==> src/rtl/isar_pkg.sv <==
// package: register map, field positions and state type of the event flag / adc readback block
package isar_pkg;

	// ****************************************************************
	// register offsets (byte addresses)
	// ****************************************************************
	localparam logic [7:0] ISAR_OFS_ENABLE = 8'h08;
	localparam logic [7:0] ISAR_OFS_STATUS = 8'h0C;
	localparam logic [7:0] ISAR_OFS_DATA0  = 8'h10;
	localparam logic [7:0] ISAR_OFS_DATAN  = 8'h4C;
	localparam logic [7:0] ISAR_OFS_CLEAR  = 8'h60;
	localparam logic [7:0] ISAR_OFS_CALST  = 8'h64;

	// ****************************************************************
	// field positions
	// ****************************************************************
	localparam int ISAR_DMA_COUNT  = 4;
	localparam int ISAR_DMA_BASE   = 8;
	localparam int ISAR_DMA_STRIDE = 4;
	localparam int ISAR_POS_LOAD   = 0;
	localparam int ISAR_POS_FILL   = 1;
	localparam int ISAR_POS_EOL    = 2;
	localparam int ISAR_BIT_I2C    = 4;
	localparam int ISAR_BIT_BOARD  = 2;
	localparam int ISAR_PAIRS      = 16;
	localparam int ISAR_CHANNELS   = 32;

	// implemented flag bits; every other status bit is reserved
	localparam logic [31:0] ISAR_FLAG_MASK = 32'h0077_7714;

	// ****************************************************************
	// reset values
	// ****************************************************************
	localparam logic [31:0] ISAR_RST_FLAGS  = 32'h0000_0000;
	localparam logic [31:0] ISAR_RST_ENABLE = 32'h0000_0000;
	localparam logic [31:0] ISAR_RST_PAIR   = 32'h0000_0000;
	localparam logic [15:0] ISAR_RST_HALF   = 16'h0000;

	// ****************************************************************
	// state of the block
	// ****************************************************************
	typedef struct packed {
		logic [31:0]       flags;
		logic [31:0]       enable;
		logic [15:0][31:0] pairs;
		logic [31:0][15:0] shadow;
		logic              calValid;
		logic [31:0]       rdata;
		logic              ready;
		logic              slvErr;
		logic              irq;
	} isar_state_type;

endpackage : isar_pkg

==> src/rtl/isar_regs.sv <==
// module: apb register bank with module event flags and adc channel pair readback
`timescale 1ns/100ps
module isar_regs
	import isar_pkg::*;
(
	input  wire logic        ref_clk,
	input  wire logic        srst,
	input  wire logic        psel,
	input  wire logic        penable,
	input  wire logic        pwrite,
	input  wire logic [7:0]  paddr,
	input  wire logic [31:0] pwdata,
	output logic      [31:0] prdata,
	output logic             pready,
	output logic             pslverr,
	input  wire logic [3:0]  dmaEolEvt,
	input  wire logic [3:0]  dmaMemFillEvt,
	input  wire logic [3:0]  dmaDescLoadEvt,
	input  wire logic        i2cOpDoneEvt,
	input  wire logic        boardCtrlIrqEvt,
	input  wire logic        calActive,
	input  wire logic        calDoneOk,
	input  wire logic        sampleValid,
	input  wire logic [4:0]  sampleChan,
	input  wire logic [13:0] sampleData,
	input  wire logic        sampleWide,
	output logic             irqOut
);

	// ****************************************************************
	// functions
	// ****************************************************************

	// true when the address hits one of the channel pair registers
	function automatic logic isPairAddr(input logic [7:0] addr);
		logic hit;
		hit = (addr >= ISAR_OFS_DATA0) && (addr <= ISAR_OFS_DATAN) && (addr[1:0] == 2'h0);
		return hit;
	endfunction : isPairAddr

	// pair index from a byte address inside the data window
	function automatic logic [3:0] pairIndex(input logic [7:0] addr);
		logic [7:0] rel;
		rel = addr - ISAR_OFS_DATA0;
		return rel[5:2];
	endfunction : pairIndex

	// msb alignment; a 12 bit sample sits in the low 12 bits of the port
	function automatic logic [15:0] alignSample(
		input logic [13:0] data,
		input logic        wide
	);
		logic [15:0] res;
		if (wide) begin
			res = {data, 2'h0};
		end else begin
			res = {data[11:0], 4'h0};
		end
		return res;
	endfunction : alignSample

	// ****************************************************************
	// state registers
	// ****************************************************************
	isar_state_type state_r;
	isar_state_type state_nxt;

	logic        access;
	logic        wrAccess;
	logic        clrHit;
	logic [31:0] clrMask;
	logic [31:0] evtVec;
	logic [3:0]  rdIdx;

	// an access completes at the edge where the master sees pready high
	assign access   = psel & penable & state_r.ready;
	assign wrAccess = access & pwrite;
	assign clrHit   = wrAccess & ((paddr == ISAR_OFS_STATUS) | (paddr == ISAR_OFS_CLEAR));
	assign clrMask  = clrHit ? (pwdata & ISAR_FLAG_MASK) : 32'h0000_0000;
	assign rdIdx    = pairIndex(paddr);

	// gather event strobes into the status layout
	always_comb begin
		evtVec = 32'h0000_0000;
		for (int k = 0; k < ISAR_DMA_COUNT; k++) begin
			evtVec[ISAR_DMA_BASE + ISAR_DMA_STRIDE*k + ISAR_POS_EOL]  = dmaEolEvt[k];
			evtVec[ISAR_DMA_BASE + ISAR_DMA_STRIDE*k + ISAR_POS_FILL] = dmaMemFillEvt[k];
			evtVec[ISAR_DMA_BASE + ISAR_DMA_STRIDE*k + ISAR_POS_LOAD] = dmaDescLoadEvt[k];
		end
		evtVec[ISAR_BIT_I2C]   = i2cOpDoneEvt;
		evtVec[ISAR_BIT_BOARD] = boardCtrlIrqEvt;
	end

	// ****************************************************************
	// next state
	// ****************************************************************
	always_comb begin
		state_nxt = state_r;

		// flags: clear first, then set, so a coincident event survives
		state_nxt.flags = ((state_r.flags & ~clrMask) | evtVec) & ISAR_FLAG_MASK;

		// enable register steers the interrupt output only
		if (wrAccess && (paddr == ISAR_OFS_ENABLE)) begin
			state_nxt.enable = pwdata & ISAR_FLAG_MASK;
		end

		// samples land in the shadow only while calibration runs
		if (calActive && sampleValid) begin
			state_nxt.shadow[sampleChan] = alignSample(sampleData, sampleWide);
		end

		// a successful calibration publishes the shadow to the bus view
		if (calDoneOk) begin
			for (int p = 0; p < ISAR_PAIRS; p++) begin
				state_nxt.pairs[p] = {state_r.shadow[2*p + 1], state_r.shadow[2*p]};
			end
			state_nxt.calValid = 1'b1;
		end

		// one wait state: pready rises in the second access cycle
		state_nxt.ready  = psel & penable & ~state_r.ready;
		state_nxt.slvErr = 1'b0;
		state_nxt.rdata  = 32'h0000_0000;
		if (psel && penable && !state_r.ready) begin
			if (paddr == ISAR_OFS_ENABLE) begin
				state_nxt.rdata = state_r.enable;
			end else if (paddr == ISAR_OFS_STATUS) begin
				state_nxt.rdata = state_r.flags & ISAR_FLAG_MASK;
			end else if (paddr == ISAR_OFS_CLEAR) begin
				state_nxt.rdata = 32'h0000_0000;
			end else if (paddr == ISAR_OFS_CALST) begin
				state_nxt.rdata = {31'h0, state_r.calValid};
			end else if (isPairAddr(paddr)) begin
				state_nxt.rdata = state_r.pairs[rdIdx];
			end else begin
				// unmapped word: error response, data zero
				state_nxt.slvErr = 1'b1;
			end
			// pair registers are read-only; a write there is an error
			if (pwrite && isPairAddr(paddr)) begin
				state_nxt.slvErr = 1'b1;
			end
		end

		// interrupt from next values so irqOut tracks the flags exactly
		state_nxt.irq = |(state_nxt.flags & state_nxt.enable);
	end

	// ****************************************************************
	// registers
	// ****************************************************************
	always_ff @(posedge ref_clk) begin
		if (srst) begin
			state_r.flags    <= ISAR_RST_FLAGS;
			state_r.enable   <= ISAR_RST_ENABLE;
			state_r.pairs    <= {ISAR_PAIRS{ISAR_RST_PAIR}};
			state_r.shadow   <= {ISAR_CHANNELS{ISAR_RST_HALF}};
			state_r.calValid <= 1'b0;
			state_r.rdata    <= 32'h0000_0000;
			state_r.ready    <= 1'b0;
			state_r.slvErr   <= 1'b0;
			state_r.irq      <= 1'b0;
		end else begin
			state_r <= state_nxt;
		end
	end

	// outputs straight from the state flops
	assign prdata  = state_r.rdata;
	assign pready  = state_r.ready;
	assign pslverr = state_r.slvErr;
	assign irqOut  = state_r.irq;

endmodule : isar_regs

==> config.mk <==
export PLATFORM = sky130hd
export DESIGN_NAME = isar_regs
export DESIGN_NICKNAME = d
export VERILOG_FILES = /design/src/rtl/isar_pkg.sv /design/src/rtl/isar_regs.sv
export SDC_FILE = /design/constraint.sdc
export NUM_CORES = 2
export LEC_CHECK = 0
export BUFFER_PORTS_ARGS = -buffer_cell sky130_fd_sc_hd__buf_2
export CAP_MARGIN = 20
export CORE_ASPECT_RATIO = 0.6
export CORE_MARGIN = 1
export CORE_UTILIZATION = 50
export CTS_CLUSTER_DIAMETER = 100
export DETAILED_ROUTE_END_ITERATION = 8
export HOLD_SLACK_MARGIN = 0.12
export PLACE_DENSITY = 0.66
export SYNTH_ARGS = -nofsm -noshare
export SYNTH_HDL_FRONTEND = slang
export SYNTH_SLANG_ARGS = --single-unit
==> constraint.sdc <==
create_clock -name ref_clk -period 5.35 [get_ports ref_clk]
set_input_delay 1.605 -clock ref_clk [delete_from_list [all_inputs] [get_ports ref_clk]]
set_output_delay 1.605 -clock ref_clk [all_outputs]
set_load 0.02 [all_outputs]
* After elaboration in Yosys (flattened, before gate mapping)
Index checks and enable logic that the tools add are counted.
Storage, ports and cells: bits in registers 1106, input port bits 82, output and inout port bits 35, word-level logic and storage cells 109
Operators by class: add/sub/neg operators 1, order comparisons 5, eq/ne operators 4, muxes and demuxes 20, bitwise operators 12, reductions and logical operators 12
Operator list (count):
- $bwmux W512 | 1
- $mux W32 | 7
- $bmux W32 S4 | 1
- $demux W16 S5 | 1
- $mux W16 | 3
- $and A23 B32 Y32 | 1
- $reduce_or A32 Y1 | 1
- $and A23 B23 Y23 | 1
- $mux W23 | 1
- $not A23 Y23 | 1
- $or A23 B23 Y23 | 1
- $eq A8 B4 Y1 const B | 2
- $eq A8 B7 Y1 const B | 2
- $ge A8 B5 Y1 const B | 1
- $le A8 B7 Y1 const B | 1
- $logic_and A1 B1 Y1 | 8
- $lt A5 B6 Y1 const B | 1
- $mux W1 | 6
- $sub A6 B5 Y6 const B | 1
- $and A1 B1 Y1 | 5
- $ge A5 B1 Y1 const B | 1
- $lt A4 B5 Y1 const B | 1
- $logic_not A2 Y1 | 1
- $not A1 Y1 | 2
- other kinds (3) | 3

* Logic depth before layout (Yosys ltp)
depth after elaboration 10, gate-level depth with buffers 11, gate-level depth less buffers 8

* Least setup slack after synthesis
OpenSTA, ideal clock, no wires.
path kind input port to flip-flop, start point in paddr[4], end point reg state_r (netlist bit irqOut), library setup time 0.125 ns, arrival 4.561 ns, required time 5.225 ns, slack 0.664 ns, stages on the path 11, path buffers 3, path through clkbuf_1 -> clkbuf_1 -> inv_1 -> ha_1 -> nand3b_1 -> nor3_1 -> buf_2 -> mux2_2 -> a22oi_1 -> o2111ai_1 -> o41a_1
Between the ends: word-level cells in the longest chain between the ends 9, elaborated cells on any way between the ends 13, those cells by class 3 x eq/ne; 2 x mux; 6 x bitwise; 2 x reduce/logical
Ends and longest elaborated chain:
- start, declared | RTL line isar_regs.sv:11 | input wire logic [7:0] paddr,
- $eq A8 B4 Y1 or $eq A8 B7 Y1 (tied branches) | RTL line isar_regs.sv:78 | assign clrHit = wrAccess & ((paddr == ISAR_OFS_STATUS) | (paddr == ISAR_OFS_CLEAR));
- $or A1 B1 Y1 | RTL line isar_regs.sv:78
- $and A1 B1 Y1 | RTL line isar_regs.sv:78
- $mux W23 | RTL line isar_regs.sv:79 | assign clrMask = clrHit ? (pwdata & ISAR_FLAG_MASK) : 32'h0000_0000;
- $not A23 Y23 | RTL line isar_regs.sv:101 | state_nxt.flags = ((state_r.flags & ~clrMask) | evtVec) & ISAR_FLAG_MASK;
- $and A23 B23 Y23 | RTL line isar_regs.sv:101
- $or A23 B23 Y23 | RTL line isar_regs.sv:101
- $and A23 B32 Y32 (*) | RTL line isar_regs.sv:147 | state_nxt.irq = |(state_nxt.flags & state_nxt.enable);
- $reduce_or A32 Y1 (*) | RTL line isar_regs.sv:147
- end signal, assigned | RTL line isar_regs.sv:165 | state_r <= state_nxt;
- end, declared | RTL line isar_regs.sv:65 | isar_state_type state_r;
Mark *: on every way between the ends. The rest lies on a longest branch, timed or not. A chain may end at the register's enable or synchronous reset.

* Worst setup path after layout
start point in paddr[6], end point reg state_r (netlist bit irqOut)
The elaborated chain is that of the path after synthesis.

==> metrics.txt <==
status finished, final reports clean; PwrDens 347 nW/um2; Port Buf Inserts 97; setup tns final 0 ns; post-route antenna net violation count 0; H-tree levels 3; global-route wire length before repair 139 mm; synth unique cells 46; Commonest cells post-synth 959 x dfxtp_1, 959 x nor2_1, 532 x mux2i_1, 387 x a211oi_1, 237 x clkbuf_1; drt first pass iters 6; gr busiest metal met2; I/O pin cnt 117; Fin Hold WS 0.461 ns; min cycle time layout 3.79 ns; GRT Overall Usage 24.0%; CTS Sinks 959; Final Hold Vio Count 0; number of flops mapped to enable cells by yosys 0; Worst-Skew Late Latency 0.65 ns; CP Capture Type flip-flop; Pleak 15.1 nW; post-synthesis mux area share 23.2%; largest family of logic cells by synthesized area multiplexers; Die X-Extent 352 um; root buffer cell clkbuf_16; fraction of layout cells with a size suffix above 1 14.4%; Worst Tran Pin Value 1.14 ns; largest net degree at the start of global routing 245; XOR/XNOR Fraction of Synth Area 0%; Routed WL 89.7 mm; vias per cell 5.65; top cells by area, synth dfxtp_1 52%, mux2i_1 15%, nor2_1 9.8%; Yosys warnings 0; Placer Congestion 0.854; Seq/Total Area, Yosys 52.4%; via count 25081; area grow syn2layout 11.3%; Final setup viols 0; post-CTS resize count 0; Max Cap Viol 0; Die ar. 74400 um2; worst vdd ir 221 uV; post-synthesis adder-cell area fraction 0.137%; met2 usage 36.1%; met3 usage 5.18%; vias in the first global route 24212; startpoint types input pin; top_reg_cell synth dfxtp_1; crit path launch paddr[6]; Syn Inst Count 3479; cell area after synthesis 36600 um2; post-detailed-placement half-perimeter wirelength 54.1 mm; hold crit path type flip-flop to flip-flop; pre-CTS WS 0.903 ns; Initial Util 50.8%; Worst-path clk slew 0.07 ns; mean post-synth cell area 10.5 um2; WL/cell 20.2 um; RSZ-0062 raised after global routing false; Die Span Y 212 um; initial antenna violation count 4; slew margin rel. 24.1%; top cell type's share of synthesized area 52.4%; Synthesized Nets 3565; cts bufs inserted 86; Post-CTS Setup Inserts 0; buffer depth of the longest clock path 3; final instance count without filler cells 4437; Post-Place Cells 4277; RR Startpoint pready; Critical Setup Path Class input pin to flip-flop; FP Rows 76; crit-path max FO 7; clock skew 0.0298 ns; Seq cells post-synth 959; hold-fix buffer count after cts 0; post-layout worst setup margin 1.56 ns; nets 3478; Compound-Gate Fraction of Synth Area 9.24%; Final Slew Violations 0; Tcrit/Tclk final 70.8%; Crit path required time 5.89 ns; HP Start state_r[35]; DR DRC count 0; share of flip-flops with an asynchronous set or reset 0%; FF-to-FF setup slack 2.51 ns; Pwr Total 14.1 mW; CTS tree done; met1 usage 34.7%; Critical Path AT 4.33 ns; Synth area leader dfxtp_1; Layout fillers 5950; simple logic cell fraction of the synthesized area 11.0%; total core area 72100 um2; Congestion Overflow GR 0; 1st-iter DRT viols 2227; achievable frequency 264 MHz
-- cell usage in the layout (no fill, tap or decap), types with 5 or more instances in the layout --
cell type,synthesis,routed
a211oi_1,387,387
a21oi_1,24,24
a22oi_1,15,15
and2_1,8,8
buf_12,0,11
buf_2,9,93
buf_4,33,57
bufinv_16,0,5
clkbuf_1,237,21
clkbuf_16,0,87
clkbuf_8,0,17
clkinv_2,0,15
dfxtp_1,959,959
inv_1,7,7
mux2i_1,532,520
mux2i_4,0,12
mux4_2,140,140
nand2_1,12,12
nand3b_1,5,5
nand4_1,5,5
nor2_1,959,927
nor2_2,0,31
nor2b_1,19,19
o21ai_0,12,12
-- registers in the layout, summed over array words and instances, names as in the netlist --
| name | cells |
|---|---|
| pslverr | 1 |
| prdata | 31 |
| state_r | 925 |
| pready | 1 |
| irqOut | 1 |
-- metrics by stage --
| step | util, % | instance area [um2] |
|---|---|---|
| finish | 56.6 | 40800 |
| global route | 56.6 | 40800 |
| CTS | 56.5 | 40700 |
| detailed placement | 52.6 | 37900 |
| global placement | 52.5 | 37800 |
| floorplan | - | 36600 |
-- worst max-delay path, stage by stage --
cell and delay [ns]:
buf_2 0.13, or4_1 0.72, nor3_2 0.30, mux2_2 0.39
a2111oi_2 0.54, o2111ai_1 0.18, o41a_1 0.45
-- cell type report --
| class | count | area, um2 | area share [%] |
|---|---|---|---|
| antenna | 3 | 7.51 | 0.0184 |
| clock buffer | 125 | 2490 | 6.10 |
| clock inverter | 30 | 350 | 0.859 |
| inverter | 7 | 26.3 | 0.0644 |
| multi-input combinational | 2170 | 16200 | 39.8 |
| sequential | 959 | 19200 | 47.1 |
| tap | 975 | 1220 | 2.99 |
| timing repair buffer | 168 | 1250 | 3.06 |
-- kinds of logic after synthesis --
group                    Yosys count
flip-flops                       959
multiplexers                     675
other                              1
AO/OA/AOI/OAI                    458
adder cells (fa/ha/maj)            4
AND/OR/NAND/NOR                 1032
buffers and inverters            350
-- per-layer routing --
| metal | vias up | wire length, um |
|---|---|---|
| met4 | 0 | 2090 |
| met2 | 644 | 39400 |
| met1 | 12291 | 42600 |
| met5 | - | 0 |
| li1 | 12008 | - |
| met3 | 138 | 5630 |
-- report_power, final --
| part | switching, mW | internal (mW) |
|---|---|---|
| logic | 0.480 | 0.233 |
| registers | 0.0223 | 7.18 |
| clock network | 2.72 | 3.50 |
-- worst paths after layout --
| kind | to | depth (start not counted) |
|---|---|---|
| max | irqOut | 7 |
| min | prdata[0] | 2 |
| max reg2reg | irqOut | 6 |
| min reg2reg | prdata[0] | 2 |
(Power assumes the default switching activity.)
